**src/touch_pkg.sv**
```systemverilog
// Constants and carrier types of the touch converter serial sequencer
package touch_pkg;

  // ----------------------------------------------------------------
  // Register map
  // ----------------------------------------------------------------
  localparam logic [7:0]  OFF_CONTROL   = 8'h00;
  localparam logic [7:0]  OFF_TEST_CODE = 8'h04;
  localparam logic [7:0]  OFF_STATUS    = 8'h08;
  localparam logic [7:0]  OFF_RESULT    = 8'h0C;
  localparam logic        LINK_EN_RST   = 1'b1;
  localparam logic        USE_TEST_RST  = 1'b0;
  localparam logic [11:0] TEST_CODE_RST = 12'h000;
  localparam logic [1:0]  RESP_OKAY     = 2'h0;
  localparam logic [1:0]  RESP_SLVERR   = 2'h2;

  // ----------------------------------------------------------------
  // Serial frame counts, in shift clock edges
  // ----------------------------------------------------------------
  localparam logic [3:0]  ACQ_START_BITS = 4'h5;
  localparam logic [3:0]  CTRL_BITS      = 4'h8;
  localparam logic [4:0]  RES_BITS_HI    = 5'h0C;
  localparam logic [4:0]  RES_BITS_LO    = 5'h08;
  localparam logic [4:0]  RES_MSB        = 5'h0B;
  localparam logic [4:0]  CONV_RISES     = 5'h10;
  localparam logic [4:0]  OVERLAP_LEAD   = 5'h05;

  // ----------------------------------------------------------------
  // Channel and power-down codes
  // ----------------------------------------------------------------
  localparam logic [2:0]  CH_TEMP0     = 3'h0;
  localparam logic [2:0]  CH_BATT      = 3'h2;
  localparam logic [2:0]  CH_TEMP1     = 3'h7;
  localparam logic [1:0]  PD_AUTO      = 2'h0;
  localparam logic [1:0]  PD_ALWAYS_ON = 2'h3;

  // ----------------------------------------------------------------
  // Carriers
  // ----------------------------------------------------------------
  // Control byte, first bit on the wire at the top
  typedef struct packed {
    logic       start;
    logic [2:0] channel_select;
    logic       mode_8bit;
    logic       reference_mode_select;
    logic       power_down_select_high;
    logic       power_down_select_low;
  } ctrl_t;

  typedef struct packed {
    logic       x_plus;
    logic       x_minus;
    logic       y_plus;
    logic       y_minus;
    logic       pen_diode;
    logic       temp_bias;
    logic       temp_bias_x91;
    logic       battery_div;
    logic       sample_hold;
    logic       reference_on;
    logic       converter_on;
    logic       pen_touch_irq_en;
    logic       ref_differential;
    logic [2:0] mux_select;
  } panel_t;

  typedef struct packed {
    logic        awvalid;
    logic [7:0]  awaddr;
    logic        wvalid;
    logic [31:0] wdata;
    logic [3:0]  wstrb;
    logic        bready;
    logic        arvalid;
    logic [7:0]  araddr;
    logic        rready;
  } axi_req_t;

  typedef struct packed {
    logic        awready;
    logic        wready;
    logic        bvalid;
    logic [1:0]  bresp;
    logic        arready;
    logic        rvalid;
    logic [31:0] rdata;
    logic [1:0]  rresp;
  } axi_rsp_t;

endpackage : touch_pkg
```
**src/pin_sync.sv**
```systemverilog
// Two-stage synchroniser for inputs from outside the clock domain
module pin_sync #(
  parameter int WIDTH = 1
) (
  input  wire logic             clk,
  input  wire logic             rst_n,
  input  wire logic [WIDTH-1:0] async_in,
  output      logic [WIDTH-1:0] sync_out
);
  import touch_pkg::*;

  logic [1:0][WIDTH-1:0] stage_reg;
  logic [1:0][WIDTH-1:0] stage_next;

  always_comb begin
    stage_next = {stage_reg[0], async_in};
  end

  always_ff @(posedge clk or negedge rst_n) begin
    if (!rst_n) begin
      stage_reg <= '0;
    end else begin
      stage_reg <= stage_next;
    end
  end

  assign sync_out = stage_reg[1];

endmodule : pin_sync

```
**src/touch_adc_serial_sequencer.sv**
```systemverilog
// Serial conversion sequencer of a four-wire touch screen converter
// Behaviour
// - Power-down select 11 keeps device powered and panel drivers on, except at a single-ended hold.
// - Overlapped 15-clock ratiometric conversions keep drivers on until told to stop.
// - Channel 000 turns on pen diode and routes it to converter.
// - Channel 111 measures temperature diode at 91 times bias current.
// - Temperature bias current flows only during the three acquisition clocks.
// - Battery divider is on only while acquiring channel 010.
// - Exchanges are eight clocks; a conversion takes 24 clocks.
// - Acquisition starts and switches close once channel bits are known.
// - Three clocks after acquisition starts, device enters hold and converts.
// - Single-ended, battery and temperature modes may drop drivers at hold.
// - Conversion runs over the twelve clocks after hold, eight at 8-bit resolution.
// - Ratiometric mode keeps drivers on throughout the conversion.
// - A thirteenth clock delivers the last result bit, a ninth at 8-bit resolution.
// - Padding clocks, three at 12 bits and seven at 8 bits, drive serial output low and are ignored.
// - Control byte order: start, channel, resolution, reference, power-down.
// - Serial input is ignored until the first high start bit.
// - Resolution bit low gives 12 bits, high gives 8 bits.
// - Power-down select sets reference, converter and pen interrupt enable.
module touch_adc_serial_sequencer (
  input  wire logic               SYS_CLK,
  input  wire logic               RST_N,
  input  wire logic               SHIFT_CLOCK,
  input  wire logic               SERIAL_IN,
  input  wire logic [11:0]        CONV_CODE,
  input  wire touch_pkg::axi_req_t S_AXI_REQ,
  output      touch_pkg::axi_rsp_t S_AXI_RSP,
  output      logic               SERIAL_OUT,
  output      touch_pkg::panel_t  PANEL
);
  import touch_pkg::*;

  typedef struct packed {
    logic        sck_q;
    logic [3:0]  rx_cnt;
    logic [7:0]  rx_shift;
    logic        acq;
    logic [2:0]  acq_ch;
    ctrl_t       cfg;
    logic        conv_act;
    logic [4:0]  conv_rise;
    logic [4:0]  conv_fall;
    logic [11:0] code;
    logic        sdo;
    panel_t      pins;
    logic        link_en;
    logic        use_test;
    logic [11:0] test_code;
    logic [11:0] last_code;
    logic        aw_got;
    logic [7:0]  awaddr;
    logic        w_got;
    logic [31:0] wdata;
    logic [3:0]  wstrb;
    axi_rsp_t    rsp;
  } state_t;

  state_t      st_reg;
  state_t      st_next;
  logic [13:0] sync_v;
  logic        sck_s;
  logic        sdi_s;
  logic [11:0] code_s;
  logic        rise;
  logic        fall;

  // ----------------------------------------------------------------
  // Decoders
  // ----------------------------------------------------------------
  // Panel switches per channel: {x+, x-, y+, y-}
  function automatic logic [3:0] drivers(input logic [2:0] ch);
    case (ch)
      3'h1:    return 4'h3;
      3'h3:    return 4'h6;
      3'h4:    return 4'h6;
      3'h5:    return 4'hC;
      default: return 4'h0;
    endcase
  endfunction : drivers

  function automatic logic [4:0] res_bits(input ctrl_t c);
    return c.mode_8bit ? RES_BITS_LO : RES_BITS_HI;
  endfunction : res_bits

  // ----------------------------------------------------------------
  // Pin inputs
  // ----------------------------------------------------------------
  pin_sync #(
    .WIDTH (14)
  ) u_sync (
    .clk      (SYS_CLK),
    .rst_n    (RST_N),
    .async_in ({SHIFT_CLOCK, SERIAL_IN, CONV_CODE}),
    .sync_out (sync_v)
  );

  assign sck_s  = sync_v[13];
  assign sdi_s  = sync_v[12];
  assign code_s = sync_v[11:0];
  assign rise   = st_reg.link_en && sck_s && !st_reg.sck_q;
  assign fall   = st_reg.link_en && !sck_s && st_reg.sck_q;

  // ----------------------------------------------------------------
  // Next state
  // ----------------------------------------------------------------
  always_comb begin
    logic [3:0]  drv;
    logic [2:0]  ch;
    logic        conv;
    logic        drv_on;
    logic [1:0]  pd;
    drv    = 4'h0;
    ch     = 3'h0;
    conv   = 1'b0;
    drv_on = 1'b0;
    pd     = 2'h0;
    st_next = st_reg;
    st_next.sck_q = sck_s;

    // AXI write: address and data in either order
    if (st_reg.rsp.awready && S_AXI_REQ.awvalid) begin
      st_next.aw_got = 1'b1;
      st_next.awaddr = S_AXI_REQ.awaddr;
    end
    if (st_reg.rsp.wready && S_AXI_REQ.wvalid) begin
      st_next.w_got = 1'b1;
      st_next.wdata = S_AXI_REQ.wdata;
      st_next.wstrb = S_AXI_REQ.wstrb;
    end
    if (st_reg.rsp.bvalid && S_AXI_REQ.bready) begin
      st_next.rsp.bvalid = 1'b0;
    end
    if (st_next.aw_got && st_next.w_got && !st_next.rsp.bvalid) begin
      st_next.aw_got = 1'b0;
      st_next.w_got = 1'b0;
      st_next.rsp.bvalid = 1'b1;
      st_next.rsp.bresp = RESP_OKAY;
      if (st_next.awaddr == OFF_CONTROL) begin
        if (st_next.wstrb[0]) begin
          st_next.link_en = st_next.wdata[0];
          st_next.use_test = st_next.wdata[1];
        end
      end else if (st_next.awaddr == OFF_TEST_CODE) begin
        if (st_next.wstrb[0]) begin
          st_next.test_code[7:0] = st_next.wdata[7:0];
        end
        if (st_next.wstrb[1]) begin
          st_next.test_code[11:8] = st_next.wdata[11:8];
        end
      end else if (st_next.awaddr == OFF_STATUS || st_next.awaddr == OFF_RESULT) begin
        st_next.rsp.bresp = RESP_OKAY;
      end else begin
        st_next.rsp.bresp = RESP_SLVERR;
      end
    end
    st_next.rsp.awready = !st_next.aw_got && !st_next.rsp.bvalid;
    st_next.rsp.wready = !st_next.w_got && !st_next.rsp.bvalid;

    // AXI read
    if (st_reg.rsp.rvalid && S_AXI_REQ.rready) begin
      st_next.rsp.rvalid = 1'b0;
    end
    if (st_reg.rsp.arready && S_AXI_REQ.arvalid) begin
      st_next.rsp.rvalid = 1'b1;
      st_next.rsp.rresp = RESP_OKAY;
      if (S_AXI_REQ.araddr == OFF_CONTROL) begin
        st_next.rsp.rdata = {30'h0, st_reg.use_test, st_reg.link_en};
      end else if (S_AXI_REQ.araddr == OFF_TEST_CODE) begin
        st_next.rsp.rdata = {20'h0, st_reg.test_code};
      end else if (S_AXI_REQ.araddr == OFF_STATUS) begin
        st_next.rsp.rdata = {18'h0, st_reg.rx_cnt, st_reg.conv_act, st_reg.acq, st_reg.cfg};
      end else if (S_AXI_REQ.araddr == OFF_RESULT) begin
        st_next.rsp.rdata = {20'h0, st_reg.last_code};
      end else begin
        st_next.rsp.rdata = 32'h0;
        st_next.rsp.rresp = RESP_SLVERR;
      end
    end
    st_next.rsp.arready = !st_next.rsp.rvalid;

    // ----------------------------------------------------------------
    // Serial link, stepped by shift clock edges
    // ----------------------------------------------------------------
    if (!st_reg.link_en) begin
      st_next.rx_cnt = 4'h0;
      st_next.acq = 1'b0;
      st_next.conv_act = 1'b0;
      st_next.sdo = 1'b0;
    end
    if (rise) begin
      if (st_reg.rx_cnt != 4'h0) begin
        st_next.rx_shift = {st_reg.rx_shift[6:0], sdi_s};
        st_next.rx_cnt = st_reg.rx_cnt + 4'h1;
      end else if (sdi_s && (!st_reg.conv_act
                   || st_reg.conv_rise >= res_bits(st_reg.cfg) - OVERLAP_LEAD)) begin
        // Start may overlap the tail of the previous result
        st_next.rx_shift = 8'h01;
        st_next.rx_cnt = 4'h1;
      end
      if (st_reg.conv_act) begin
        st_next.conv_rise = st_reg.conv_rise + 5'h01;
        if (st_next.conv_rise == CONV_RISES) begin
          st_next.conv_act = 1'b0;
        end
      end
    end
    if (fall) begin
      if (st_reg.rx_cnt == ACQ_START_BITS) begin
        st_next.acq = 1'b1;
        st_next.acq_ch = st_reg.rx_shift[3:1];
      end
      if (st_reg.rx_cnt == CTRL_BITS) begin
        // Hold; the code is taken here so a late change cannot tear it
        st_next.acq = 1'b0;
        st_next.cfg = ctrl_t'(st_reg.rx_shift);
        st_next.conv_act = 1'b1;
        st_next.conv_rise = 5'h00;
        st_next.conv_fall = 5'h00;
        st_next.rx_cnt = 4'h0;
        st_next.code = st_reg.use_test ? st_reg.test_code : code_s;
        st_next.last_code = st_next.code;
        st_next.sdo = 1'b0;
      end else if (st_reg.conv_act) begin
        st_next.conv_fall = st_reg.conv_fall + 5'h01;
        if (st_reg.conv_fall < res_bits(st_reg.cfg)) begin
          st_next.sdo = st_reg.code[4'(RES_MSB - st_reg.conv_fall)];
        end else begin
          st_next.sdo = 1'b0;
        end
      end
    end

    // ----------------------------------------------------------------
    // Panel switches and power
    // ----------------------------------------------------------------
    ch = st_next.acq ? st_next.acq_ch : st_next.cfg.channel_select;
    pd = {st_next.cfg.power_down_select_high, st_next.cfg.power_down_select_low};
    conv = st_next.conv_act && (st_next.conv_rise <= res_bits(st_next.cfg));
    drv = drivers(ch);
    drv_on = st_next.acq
             || (conv && !st_next.cfg.reference_mode_select)
             || (!conv && pd == PD_ALWAYS_ON);
    st_next.pins.x_plus = drv_on && drv[3];
    st_next.pins.x_minus = drv_on && drv[2];
    st_next.pins.y_plus = drv_on && drv[1];
    // Y- stays closed in auto power-down for pen detection
    st_next.pins.y_minus = (drv_on && drv[0])
                           || (!drv_on && !st_next.acq && !conv && pd == PD_AUTO);
    st_next.pins.pen_diode = st_next.acq && ch == CH_TEMP0;
    st_next.pins.temp_bias = st_next.acq && (ch == CH_TEMP0 || ch == CH_TEMP1);
    st_next.pins.temp_bias_x91 = st_next.acq && ch == CH_TEMP1;
    st_next.pins.battery_div = st_next.acq && ch == CH_BATT;
    st_next.pins.sample_hold = conv;
    st_next.pins.reference_on = st_next.cfg.power_down_select_high;
    st_next.pins.converter_on = st_next.acq || conv || st_next.cfg.power_down_select_low;
    st_next.pins.pen_touch_irq_en = !st_next.cfg.power_down_select_low
                                    && !st_next.acq && !conv;
    st_next.pins.ref_differential = !st_next.cfg.reference_mode_select;
    st_next.pins.mux_select = ch;
  end

  always_ff @(posedge SYS_CLK or negedge RST_N) begin
    if (!RST_N) begin
      st_reg <= '0;
      st_reg.link_en <= LINK_EN_RST;
      st_reg.use_test <= USE_TEST_RST;
      st_reg.test_code <= TEST_CODE_RST;
      st_reg.rsp.awready <= 1'b1;
      st_reg.rsp.wready <= 1'b1;
      st_reg.rsp.arready <= 1'b1;
      st_reg.pins.y_minus <= 1'b1;
      st_reg.pins.pen_touch_irq_en <= 1'b1;
      st_reg.pins.ref_differential <= 1'b1;
    end else begin
      st_reg <= st_next;
    end
  end

  assign S_AXI_RSP  = st_reg.rsp;
  assign SERIAL_OUT = st_reg.sdo;
  assign PANEL      = st_reg.pins;
endmodule : touch_adc_serial_sequencer

```
**config.mk**
```make
export PLATFORM = sky130hd
export DESIGN_NAME = touch_adc_serial_sequencer
export DESIGN_NICKNAME = d
export VERILOG_FILES = /design/src/touch_pkg.sv /design/src/pin_sync.sv /design/src/touch_adc_serial_sequencer.sv
export SDC_FILE = /design/constraint.sdc
export NUM_CORES = 1
export LEC_CHECK = 0
export BUFFER_PORTS_ARGS = -buffer_cell sky130_fd_sc_hd__buf_2
export CAP_MARGIN = 20
export CELL_PAD_IN_SITES_DETAIL_PLACEMENT = 2
export CELL_PAD_IN_SITES_GLOBAL_PLACEMENT = 2
export CORE_MARGIN = 2
export CORE_UTILIZATION = 36
export CTS_CLUSTER_DIAMETER = 200
export DETAILED_ROUTE_END_ITERATION = 12
export PLACE_DENSITY_LB_ADDON = 0.1
export SYNTH_ARGS = -nofsm -noshare
export SYNTH_HDL_FRONTEND = slang
export SYNTH_SLANG_ARGS = --single-unit
export TNS_END_PERCENT = 50
```
**constraint.sdc**
```tcl
create_clock -name SYS_CLK -period 3.3 [get_ports SYS_CLK]
set_input_delay 0.33 -clock SYS_CLK [delete_from_list [all_inputs] [get_ports SYS_CLK]]
set_output_delay 0.33 -clock SYS_CLK [all_outputs]
set_load 0.01 [all_outputs]
```
Word level (Yosys, flattened, before mapping) --
Cells that the tools add are included.
Cells by class: add/sub/neg operators 5, bitwise operators 1, order comparisons 4, eq/ne operators 16, muxes and demuxes 48, reduce and logical (&&, ||, !) cells 65
Operators by type and width (count):
- 12-bit two-way mux | 6
- 14-bit two-way mux | 3
- 37-bit two-way mux | 1
- 36-bit two-way mux | 1
- 35-bit two-way mux | 1
- 8-bit by 4-bit == test with 1-bit output (second input constant) | 4
- 32-bit two-way mux | 1
- 1-bit logical AND | 30
- 8-bit by 3-bit == test with 1-bit output (second input constant) | 2
- 8-bit zero test | 2
- 4-bit two-way mux | 4
- 2-bit two-way mux | 7
- 1-bit zero test | 13
- 1-bit two-way mux | 13
- 3-bit two-way mux | 4
- 6-bit two-way mux | 2
- 4-bit one-hot mux with 3 select lines | 1
- 5-bit by 1-bit adder with 5-bit output (second input constant) | 2
- 5-bit two-way mux | 2
- 3-bit == test (second input constant) | 3
- 9-bit two-way mux | 1
- 1-bit logical OR | 8
- 4-bit AND reduction | 2
- 3-bit by 2-bit == test with 1-bit output (second input constant) | 2
- other kinds (21) | 24
Word-level totals: input bits 73, register bits 193, output and inout bits 58

Depth between registers and ports, before layout --
Gate-level depths: netlist of run 1.
depth after elaboration 18, gate-level depth with buffers 13, mapped depth without buffers 11

Modules after synthesis --
From an unflattened synthesis of run 1, not the netlist that was laid out.
Unflattened totals: cell total of the unflattened synthesis 558, area, all modules 6685.2 um^2
By module, submodules not included:
- touch_adc_serial_sequencer | cells each 530, instances 1, sequential area each 3086.7 um^2, area each 5984.5 um^2
- pin_sync | cells each 28, instances 1, sequential area each 700.7 um^2, area each 700.7 um^2

Least setup slack after synthesis of run 1 --
OpenSTA, ideal clock, no wires.
kind register to register, start point register st_reg[173] (netlist bit), end point register st_reg (netlist bit PANEL[15]), cell stages (with the launch flop) 14, path buffers 2, slack 718 ps, period minus slack after synthesis 2582 ps, data required time 3233 ps, data arrival time 2515 ps, cell sequence dfrtp_1 inv_1 ha_1 nand3b_1 nor2_2 buf_4 clkbuf_1 nor2_1 inv_1 ha_1 a21oi_1 a221oi_4 mux2i_1 o2111a_1
RTL lines:
- start: declaration | line touch_adc_serial_sequencer.sv:59 | state_t st_reg;
- start signal: assignment | line touch_adc_serial_sequencer.sv:276 | st_reg <= st_next;

==> results_dict.tcl, run 1 <==
set metrics [dict create \
    status "complete, no violations" \
    synthMuxAreaShare 0.1411 \
    leakage_nw 3.758 \
    synth_seq_area_share 0.5583 \
    drt_iter0_drc 175 \
    place_congestion 0.7707 \
    synth_top_family_by_area "multiplexers" \
    ys_warn_count 0 \
    layout.area.seq_um2 3787 \
    yosys-top-cells-area "dfrtp_1 53%, buf_4 6.4%, mux2_2 4.8%" \
    yosysUniqueCellTypes 64 \
    tightest_slew_ns 0.8014 \
    fin_tns_setup_ns 0 \
    max_stage_delay_ns 0.43 \
    drive_gt1_frac 0.2982 \
    antenna_found_initial 0 \
    drc_errors 0 \
    drv_slew 0 \
    dieArea_um2 19960 \
    min_path_type "primary input to register" \
    worstPathArrival_ns 3.23 \
    die_y_um 141.3 \
    hold_viol_final 0 \
    final_net_count 722 \
    num_antenna_cells 0 \
    ant_nets 0 \
    io_pins 131 \
    tritoncts "built" \
    start_kind "register" \
    cap_viol_max_count 0 \
    wl_per_cell_um 18.47 \
    drt-vias-per-instance 4.941 \
    cp_max_fo 6 \
    synth_xor_area_frac 0.007746 \
    setup_viol 0 \
    async_flop_share 1.000 \
    cts_resized 0 \
    fp.coreArea_um2 18580 \
    vias 4388 \
    area_growth_pct 16.14 \
    synth_edf_count 0 \
    synth.top_cell.area_share 0.5312 \
    nFillCells 1913 \
    cts_buffer_depth 2 \
    clockRootBuffer "clkbuf_16" \
    grt.met3_usage 0.03476 \
    rows 50 \
    start_util 0.3651 \
    cpLargestDelayFamily "compound AO/OA/AOI/OAI gates" \
    clock_skew_ns 0.01115 \
    grt_usage 0.1767 \
    final-instance-count-excl-fill 888 \
    critPathCaptureType "register" \
    powerDensity_nw_per_um2 589.5 \
    routed_wl_um 16400 \
    synth-seq-cells 151 \
    drtPass1Iterations 4 \
    clock_sinks 151 \
    ys.flop_type "dfrtp_1" \
    path_cells "inv_1 -> ha_1 -> nand3b_1 -> nor2_2 -> buf_4 -> nor2_1 -> inv_1 -> ha_1 -> a21oi_1 -> a221oi_4 -> mux2i_1 -> o2111a_1" \
    die_w_um 141.3 \
    period_needed_ns 2.865 \
    regToRegSetupSlack_ns 0.43 \
    rsz0062_at_grt "false" \
    grt_overflow 0 \
    slowest_stage "dfrtp_1" \
    synthAdderAreaFrac 0.01475 \
    place_hpwl_um 11890 \
    path_class "register to register" \
    cp.required_ns 3.66 \
    grt_max_degree 84 \
    yosys.area_share.simple 0.09886 \
    cts-htree-levels 4 \
    clk_pin_slew_worst_paths_ns 0.07 \
    top_usage_layer "met2" \
    final.period_utilization 0.8683 \
    clkLatencyLatePin_ns 0.43 \
    path_buf_inv 3 \
    yosys.area.top_type "dfrtp_1" \
    multi_input_area_um2 2471 \
    largest_register_ffs 85 \
    synth_area_um2 6784 \
    syn_inst 566 \
    fmax_mhz 349.0 \
    dp_cells 841 \
    slew_headroom 0.4657 \
    numCtsBuffers 17 \
    numPortBuffers 88 \
    synth_compound_area_frac 0.09074 \
    grt_util_met1 0.2219 \
    vdd_drop_max_mv 0.3517 \
    grt_util_met2 0.3076 \
    synth.avg_cell_area_um2 11.99 \
    grt_pass1_wl_um 26900 \
    grt_pass1_vias 4860 \
]
[metrics by stage]
step | hold slack (ns) | power [mW] | utilization | instance area [µm²] | setup WS [ns]
3_3_place_gp | 0.3367 | 2.760 | 0.3853 | 7159 | 0.5443
6_report | 0.1223 | 4.644 | 0.4240 | 7879 | 0.4346
4_1_cts | 0.1035 | 4.740 | 0.4240 | 7879 | 0.3536
3_5_place_dp | 0.3410 | 2.802 | 0.3853 | 7159 | 0.4407
5_1_grt | 0.1079 | 4.891 | 0.4240 | 7879 | 0.1719
2_1_floorplan | 0.03441 | 2.623 | - | 6855 | 0.7178
[cells by family (layout without fill, tap and decap cells)]
family / count (synthesis) / count (layout)
flops: 151 / 151
mux: 80 / 80
compound gates: 93 / 93
xor+xnor: 6 / 6
simple gates: 129 / 129
fa+ha+maj: 8 / 8
other cells: 1 / 20
buf+inv: 98 / 167
[worst reg2reg max path: cells and delay by family, from the launching register on]
family / cells / cell delay [ns]
compound gates: 3 / 0.69
fa+ha+maj: 2 / 0.49
buf+inv: 3 / 0.31
flops: 1 / 0.43
mux: 1 / 0.41
simple gates: 3 / 0.48
[Yosys cell counts, types with 2 or more instances]
| master | n |
|---|---|
| a22oi_1 | 10 |
| a22o_1 | 8 |
| o21ai_0 | 39 |
| dfstp_2 | 7 |
| mux2_2 | 29 |
| nor3_1 | 6 |
| nor4_1 | 4 |
| mux2_4 | 9 |
| o21ai_1 | 3 |
| or2_1 | 2 |
| dfrtp_1 | 144 |
| and3_1 | 2 |
| nand4_1 | 2 |
| inv_1 | 24 |
| a21oi_2 | 2 |
| nand3b_1 | 6 |
| ha_1 | 8 |
| nor3b_1 | 2 |
| nor2_2 | 2 |
| nor2_1 | 27 |
| xor2_1 | 3 |
| mux2_1 | 7 |
| nor2b_1 | 5 |
| xnor2_1 | 3 |
| nand2_1 | 49 |
| nand2b_1 | 5 |
| buf_4 | 58 |
| mux2i_1 | 29 |
| a21boi_1 | 2 |
| mux4_2 | 5 |
| clkbuf_1 | 12 |
| nand3_1 | 6 |
| a21oi_1 | 15 |
[layer usage]
metal  wire length (µm)  vias up
met2               8596       61
li1                   -     2039
met5                  0        -
met4                140        0
met1               7281     2275
met3                384       13
[repair_timing]
action | 4_1_cts | 5_1_grt
endpoints found under the hold margin | 50 | 0
buffers inserted | 0 | 0
hold buffers | 15 | 0
[report_power, final]
group | internal [mW] | leakage (nW) | switching [mW]
registers | 2.08 | 1.95 | 0.117
logic | 0.272 | 1.53 | 0.295
clock network | 1.02 | 0.280 | 0.860
total | 3.37 | 3.76 | 1.27
[cells in the final DEF (no fill, tap or decap), types with 4 or more instances in the layout]
master	Yosys	final
nand2_1	49	49
nor2b_1	5	5
dlygate4sd3_1	0	15
mux2i_1	29	29
o21ai_0	39	39
mux2_2	29	29
nand3b_1	6	6
inv_6	0	7
a22o_1	8	8
buf_4	58	6
mux2_1	7	7
nand2b_1	5	5
nor3_1	6	6
nand3_1	6	6
nor2_1	27	27
nor4_1	4	4
mux2_4	9	9
mux4_2	5	5
ha_1	8	8
a22oi_1	10	10
buf_2	1	87
clkbuf_16	0	17
conb_1	1	20
inv_1	24	24
a21oi_1	15	15
dfstp_2	7	7
dfrtp_1	144	144
[area by class of cell]
type	instances	area share
Inverter	25	0.01223
Multi-Input combinational cell	336	0.3136
Tap cell	234	0.03716
Clock buffer	18	0.05574
Sequential cell	151	0.4807
Clock inverter	14	0.01652
Timing Repair Buffer	110	0.08401
[path summary, 6_finish.rpt]
path | from | endpoint | cells after the start
worst max-delay path | st_reg[173]$_DFF_PN0_ | PANEL[15]$_DFF_PN0_ | 12
worst min-delay path | S_AXI_REQ[0] | S_AXI_RSP[34]$_DFF_PN0_ | 2
worst max register to register | st_reg[173]$_DFF_PN0_ | PANEL[15]$_DFF_PN0_ | 12
worst min register to register | u_sync.stage_next[16]$_DFF_PN0_ | u_sync.sync_out[2]$_DFF_PN0_ | 0
max in group asynchronous | RST_N | S_AXI_RSP[35]$_DFF_PN1_ | 3
min in group asynchronous | RST_N | st_reg[151]$_DFF_PN0_ | 2
(Power assumes the default switching activity.)
==> run 2: changes to the inputs <==
--- a/config.mk
+++ b/config.mk
@@ -7,10 +7,10 @@
 export LEC_CHECK = 0
 export BUFFER_PORTS_ARGS = -buffer_cell sky130_fd_sc_hd__buf_2
 export CAP_MARGIN = 20
-export CELL_PAD_IN_SITES_DETAIL_PLACEMENT = 2
-export CELL_PAD_IN_SITES_GLOBAL_PLACEMENT = 2
+export CELL_PAD_IN_SITES_DETAIL_PLACEMENT = 0
+export CELL_PAD_IN_SITES_GLOBAL_PLACEMENT = 1
 export CORE_MARGIN = 2
-export CORE_UTILIZATION = 36
+export CORE_UTILIZATION = 44
 export CTS_CLUSTER_DIAMETER = 200
 export DETAILED_ROUTE_END_ITERATION = 12
 export PLACE_DENSITY_LB_ADDON = 0.1
==> run 2 against run 1 <==
Against the previous run: sequential share of layout area increased by 0.054 points; worst hold slack got worse by 0.0016 ns; combinational power decreased by 1%; first-iteration DRC count increased by 13%; critical path type unchanged.
==> results_dict.tcl, run 2 (synthesis results as in run 1) <==
set metrics [dict create \
    status "complete, no violations" \
    period_needed_ns 2.919 \
    leakage_nw 3.773 \
    fp.coreArea_um2 15150 \
    place_congestion 0.7524 \
    vias 4200 \
    holdPathStages 2 \
    antenna_found_initial 1 \
    drtPass1Iterations 4 \
    fin_tns_setup_ns 0 \
    numCtsBuffers 17 \
    rr_worst_depth 10 \
    wl_per_cell_um 16.04 \
    post_cts.repair.setup_buffers 0 \
    tightest_slew_ns 0.7557 \
    multi_input_area_um2 2471 \
    grt_util_met2 0.2998 \
    place_hpwl_um 9471 \
    slew_headroom 0.4962 \
    timing.rr.end "PANEL[14]$_DFF_PN0_" \
    critPathCaptureType "register" \
    cp_max_fo 7 \
    grt_util_met1 0.2307 \
    drc_errors 0 \
    drive_gt1_frac 0.2956 \
    dieArea_um2 16430 \
    rr_startpoint "st_reg[173]$_DFF_PN0_" \
    path_class "register to register" \
    regToRegSetupSlack_ns 0.38 \
    mostFrequentLayoutCell "dfrtp_1" \
    numPortBuffers 88 \
    die_y_um 128.2 \
    final-instance-count-excl-fill 841 \
    grt_max_degree 80 \
    cp.required_ns 3.64 \
    worstPathArrival_ns 3.26 \
    final_net_count 721 \
    setup_viol 0 \
    grt_overflow 0 \
    layout.area.seq_um2 3787 \
    largest_register_ffs 85 \
    rows 45 \
    drt_iter0_drc 197 \
    dp_cells 794 \
    grt_pass1_wl_um 22710 \
    start_util 0.4479 \
    ant_nets 0 \
    top_usage_layer "met2" \
    finalPower_mw 4.772 \
    grt_usage 0.1824 \
    min_delay_worst_endpoint "S_AXI_RSP[34]$_DFF_PN0_" \
    io_pins 131 \
    num_antenna_cells 0 \
    hold_viol_final 0 \
    nFillCells 1353 \
    start_kind "register" \
    hp-start "S_AXI_REQ[0]" \
    vdd_drop_max_mv 0.4889 \
    drv_slew 0 \
    cts_buffer_depth 2 \
    clockRootBuffer "clkbuf_16" \
    clock_skew_ns 0.006797 \
    final.period_utilization 0.8847 \
    clk_pin_slew_worst_paths_ns 0.06 \
    cap_viol_max_count 0 \
    area_growth_pct 16.01 \
    grt.met3_usage 0.04591 \
    layout_common_cells "144 x dfrtp_1, 87 x buf_2, 49 x nand2_1" \
    routed_wl_um 13490 \
    powerDensity_nw_per_um2 606.4 \
    grt_pass1_vias 4457 \
    clkLatencyLatePin_ns 0.43 \
    min_path_type "primary input to register" \
    tritoncts "built" \
    drt-vias-per-instance 4.994 \
    die_w_um 128.2 \
    cts-htree-levels 4 \
    rsz0062_at_grt "false" \
    fmax_mhz 342.5 \
    clock_sinks 151 \
]
-- run 2: worst max-delay path: stages, from the launching register on --
cell	delay, ns
dfrtp_1	0.44
inv_1	0.11
ha_1	0.18
nand3b_1	0.16
nor2_2	0.40
mux2i_1	0.17
ha_1	0.30
a21oi_1	0.08
a221oi_4	0.34
mux2i_1	0.41
a21boi_1	0.24
-- run 2: power by group --
part | internal [mW] | switching [mW]
sequential | 2.08 | 0.110
clock | 1.24 | 0.777
combinational | 0.272 | 0.287
-- run 2: through the flow --
| stage | utilization | cell area (µm²) | hold slack (ns) | worst slack (ns) |
|---|---|---|---|---|
| detailed placement | 0.4684 | 7094 | 0.3371 | 0.3929 |
| global route | 0.5196 | 7870 | 0.1212 | 0.09797 |
| CTS | 0.5196 | 7870 | 0.1084 | 0.3771 |
| floorplan | - | 6855 | 0.03441 | 0.7178 |
| global placement | 0.4684 | 7094 | 0.3354 | 0.4821 |
| finish | 0.5196 | 7870 | 0.1207 | 0.3805 |
-- run 2: layer usage --
metal,vias to the layer above,part of all wire
met2,107,0.49
met1,2038,0.45
met3,21,0.048
li1,2032,-
met5,-,0.00074
met4,2,0.017
-- run 2: final cells by class --
cell class              instances  share of cell area
repair buffers                109             0.08315
multi-input cells             336              0.3140
clock buffers                  20             0.05803
clock inverters                12             0.02146
inverters                      25             0.01224
well taps                     188             0.02989
flip-flops and latches        151              0.4812
-- run 2: what timing repair did --
item	4_1_cts	5_1_grt
hold endpoints to repair	89	0
hold buffers	15	0
resized for setup	0	0
-- run 2: worst max-delay path by stage --
stage                                startpoint                   to  depth (start not counted)
final                     st_reg[173]$_DFF_PN0_  PANEL[14]$_DFF_PN0_                         10
after global routing      st_reg[173]$_DFF_PN0_  PANEL[14]$_DFF_PN0_                         10
after CTS                 st_reg[173]$_DFF_PN0_  PANEL[14]$_DFF_PN0_                         10
after detailed placement  st_reg[173]$_DFF_PN0_  PANEL[14]$_DFF_PN0_                         10
after global placement    st_reg[174]$_DFF_PN0_  PANEL[15]$_DFF_PN0_                         10
after floorplan           st_reg[173]$_DFF_PN0_  PANEL[15]$_DFF_PN0_                         13
==> run 3: changes to the inputs <==
--- a/config.mk
+++ b/config.mk
@@ -5,16 +5,18 @@
 export SDC_FILE = /design/constraint.sdc
 export NUM_CORES = 1
 export LEC_CHECK = 0
+export ABC_AREA = 1
 export BUFFER_PORTS_ARGS = -buffer_cell sky130_fd_sc_hd__buf_2
 export CAP_MARGIN = 20
 export CELL_PAD_IN_SITES_DETAIL_PLACEMENT = 0
 export CELL_PAD_IN_SITES_GLOBAL_PLACEMENT = 1
 export CORE_MARGIN = 2
-export CORE_UTILIZATION = 44
+export CORE_UTILIZATION = 42
 export CTS_CLUSTER_DIAMETER = 200
 export DETAILED_ROUTE_END_ITERATION = 12
 export PLACE_DENSITY_LB_ADDON = 0.1
 export SYNTH_ARGS = -nofsm -noshare
 export SYNTH_HDL_FRONTEND = slang
+export SYNTH_HIERARCHICAL = 1
 export SYNTH_SLANG_ARGS = --single-unit
 export TNS_END_PERCENT = 50
==> run 3 against run 2 <==
Against the previous run: sequential power decreased by 3%; synthesized cell count grew 30%; critical path depth stayed put; final cell count rose by 23%; clock-buffer cell count did not move; die area up 4.9%; clock power barely moved; worst hold slack got worse by 0.098 ns; global-route usage is 0.078 points lower; sequential cell count is the same; first-iteration DRC count grew 75%; synthesized area up 0.26%; highest routed layer is now met4.
==> results_dict.tcl, run 3 <==
set metrics [dict create \
    mostFrequentLayoutCell "nand2_1" \
    cts_resized 0 \
    clk_pin_slew_worst_paths_ns 0.06 \
    holdPathStages 1 \
    start_kind "register" \
    synth-seq-cells 151 \
    cts-htree-levels 4 \
    numPortBuffers 88 \
    cp.required_ns 3.60 \
    p_seq_frac 0.454 \
    place_hpwl_um 10490 \
    rows 46 \
    slew_headroom 0.5107 \
    async_flop_share 1.000 \
    critPathCaptureType "register" \
    grt.met3_usage 0.04282 \
    regToRegSetupSlack_ns 0.88 \
    setup_viol 0 \
    grt_util_met1 0.2569 \
    min_delay_worst_endpoint "u_sync/stage_next[14]$_DFF_PN0_" \
    whs_ns 0.02312 \
    clock_sinks 151 \
    ys_warn_count 6 \
    drtPass1Iterations 4 \
    period_needed_ns 2.422 \
    cap_viol_max_count 0 \
    clkLatencyLatePin_ns 0.42 \
    rr_worst_depth 10 \
    fmax_mhz 413.0 \
    syn_inst 735 \
    drv_slew 0 \
    synth_edf_count 0 \
    hp-start "CONV_CODE[0]" \
    design_area_um2 7870 \
    yosys.area.top_type "dfrtp_1" \
    yosysMostFrequentCell "nand2_1" \
    leakage_nw 3.983 \
    synth_area_um2 6802 \
    largest_register_ffs 85 \
    rr_startpoint "S_AXI_RSP[39]$_DFF_PN1_" \
    swShare 0.2584 \
    yosys-top-cells-area "dfrtp_1 53%, nand2_1 9.4%, buf_4 6.5%" \
    synth_common_cells "171 x nand2_1, 144 x dfrtp_1, 85 x inv_1" \
    area_growth_pct 15.71 \
    top_usage_layer "met2" \
    powerDensity_nw_per_um2 594.5 \
    clockRootBuffer "clkbuf_16" \
    yosysUniqueCellTypes 46 \
    cp_max_fo 15 \
    io_pins 131 \
    post_cts.repair.setup_buffers 0 \
    grt_overflow 0 \
    drc_errors 0 \
    path_class "register to register" \
    numCtsBuffers 17 \
    timing.rr.end "st_reg[103]$_DFFE_PN0P_" \
    grt_usage 0.1816 \
    grt_max_degree 68 \
    hold_buffers 11 \
    tritoncts "built" \
    ys.flop_type "dfrtp_1" \
    min_path_type "primary input to register" \
    place_congestion 0.8726 \
    antenna_found_initial 0 \
    final.period_utilization 0.7338 \
    drt_iter0_drc 344 \
    start_util 0.4297 \
    ant_nets 0 \
    layout_common_cells "171 x nand2_1, 144 x dfrtp_1, 87 x buf_2" \
    internal_power_mw 3.470 \
    hold_viol_final 0 \
    final_net_count 888 \
    synth.top_cell.area_share 0.5298 \
    routed_wl_um 14670 \
    grt_pass1_wl_um 24920 \
    fp.coreArea_um2 15830 \
    synth.avg_cell_area_um2 9.254 \
    status "complete, no violations" \
    fin_tns_setup_ns 0 \
    clock_skew_ns 0.006339 \
    tightest_slew_ns 0.7322 \
    finalPower_mw 4.679 \
    clock_power_share 0.424 \
    power_switching_mw 1.209 \
    pwr-share-comb 0.121 \
    synth_seq_area_share 0.5568 \
    place_area_um2 7152 \
    wl_per_cell_um 14.16 \
    nFillCells 1542 \
    rsz0062_at_grt "false" \
    vias 4880 \
    worstPathArrival_ns 2.72 \
    dieArea_um2 17230 \
    grt_pass1_vias 4935 \
    die_y_um 131.3 \
    drt-vias-per-instance 4.710 \
    vdd_drop_max_mv 0.3695 \
    grt_util_met2 0.2751 \
    die_w_um 131.3 \
    drive_gt1_frac 0.2098 \
    cts_buffer_depth 2 \
    num_antenna_cells 0 \
]
-- run 3: cell types whose count changed in the layout (fill, tap and decap cells not counted), sizes merged, moves of 8 or more --
cell / before / now
a22oi: 10 / 0
a31oi: 1 / 9
inv: 27 / 89
mux2: 45 / 0
mux2i: 30 / 0
nand2: 50 / 178
nand3: 8 / 33
nor2: 30 / 50
o21ai: 42 / 67
o22ai: 1 / 12
-- run 3: final cells by class --
cell class / instances / area, µm² / share of cell area
clock inverters: 12 / 151.4 / 0.01924
flip-flops and latches: 151 / 3787 / 0.4812
inverters: 89 / 334.1 / 0.04245
repair buffers: 106 / 621.8 / 0.07901
multi-input cells: 442 / 2248 / 0.2857
clock buffers: 20 / 456.7 / 0.05803
well taps: 216 / 270.3 / 0.03434
-- run 3: worst max-delay path, stage by stage (launching register included) --
cell	delay, ns
dfstp_2	0.53
nand2_1	0.32
inv_1	0.13
buf_4	0.21
nor2_1	0.06
inv_1	0.11
nand3_1	0.19
nor3_2	0.21
nand2_2	0.20
nor2_8	0.22
o21ai_0	0.11
-- run 3: metrics by stage --
step | util | cells | setup WS [ns]
floorplan | - | 754 | 1.066
global placement | 0.4519 | 993 | 0.9015
detailed placement | 0.4519 | 993 | 0.8373
CTS | 0.4972 | 1036 | 0.8200
global route | 0.4972 | 1036 | 0.5355
finish | 0.4972 | 1036 | 0.8784
-- run 3: worst max path at each step --
stage	slack, ns	endpoint	from
after floorplan	1.07	PANEL[15]$_DFF_PN0_	st_reg[112]$_DFFE_PN1P_
after global placement	0.90	st_reg[103]$_DFFE_PN0P_	S_AXI_RSP[39]$_DFF_PN1_
after detailed placement	0.84	st_reg[103]$_DFFE_PN0P_	S_AXI_RSP[39]$_DFF_PN1_
after CTS	0.82	st_reg[103]$_DFFE_PN0P_	S_AXI_RSP[39]$_DFF_PN1_
after global routing	0.54	st_reg[106]$_DFFE_PN0P_	S_AXI_RSP[39]$_DFF_PN1_
final	0.88	st_reg[103]$_DFFE_PN0P_	S_AXI_RSP[39]$_DFF_PN1_
-- run 3: logic make-up after synthesis --
family,after synthesis,synth area share
flops,151,0.5568
simple gates,284,0.1911
buf+inv,161,0.1231
other cells,1,0.0005513
xor+xnor,3,0.003864
fa+ha+maj,8,0.01472
compound gates,127,0.1098
-- run 3: layer usage --
| layer | routed length [µm] | share of wire | vias to the layer above |
|---|---|---|---|
| li1 | - | - | 2433 |
| met3 | 774 | 0.053 | 18 |
| met1 | 7140 | 0.49 | 2304 |
| met4 | 248 | 0.017 | 0 |
| met2 | 6505 | 0.44 | 125 |
| met5 | 0 | 0 | - |
-- run 3: power groups by stage --
stage          clock network [mW]  registers [mW]  logic, mW
3_3_place_gp                    0            2.15      0.552
2_1_floorplan                   0            2.14      0.443
4_1_cts                      2.03            2.13      0.579
6_report                     1.99            2.12      0.568
3_5_place_dp                    0            2.16      0.566
5_1_grt                      2.11            2.15      0.669
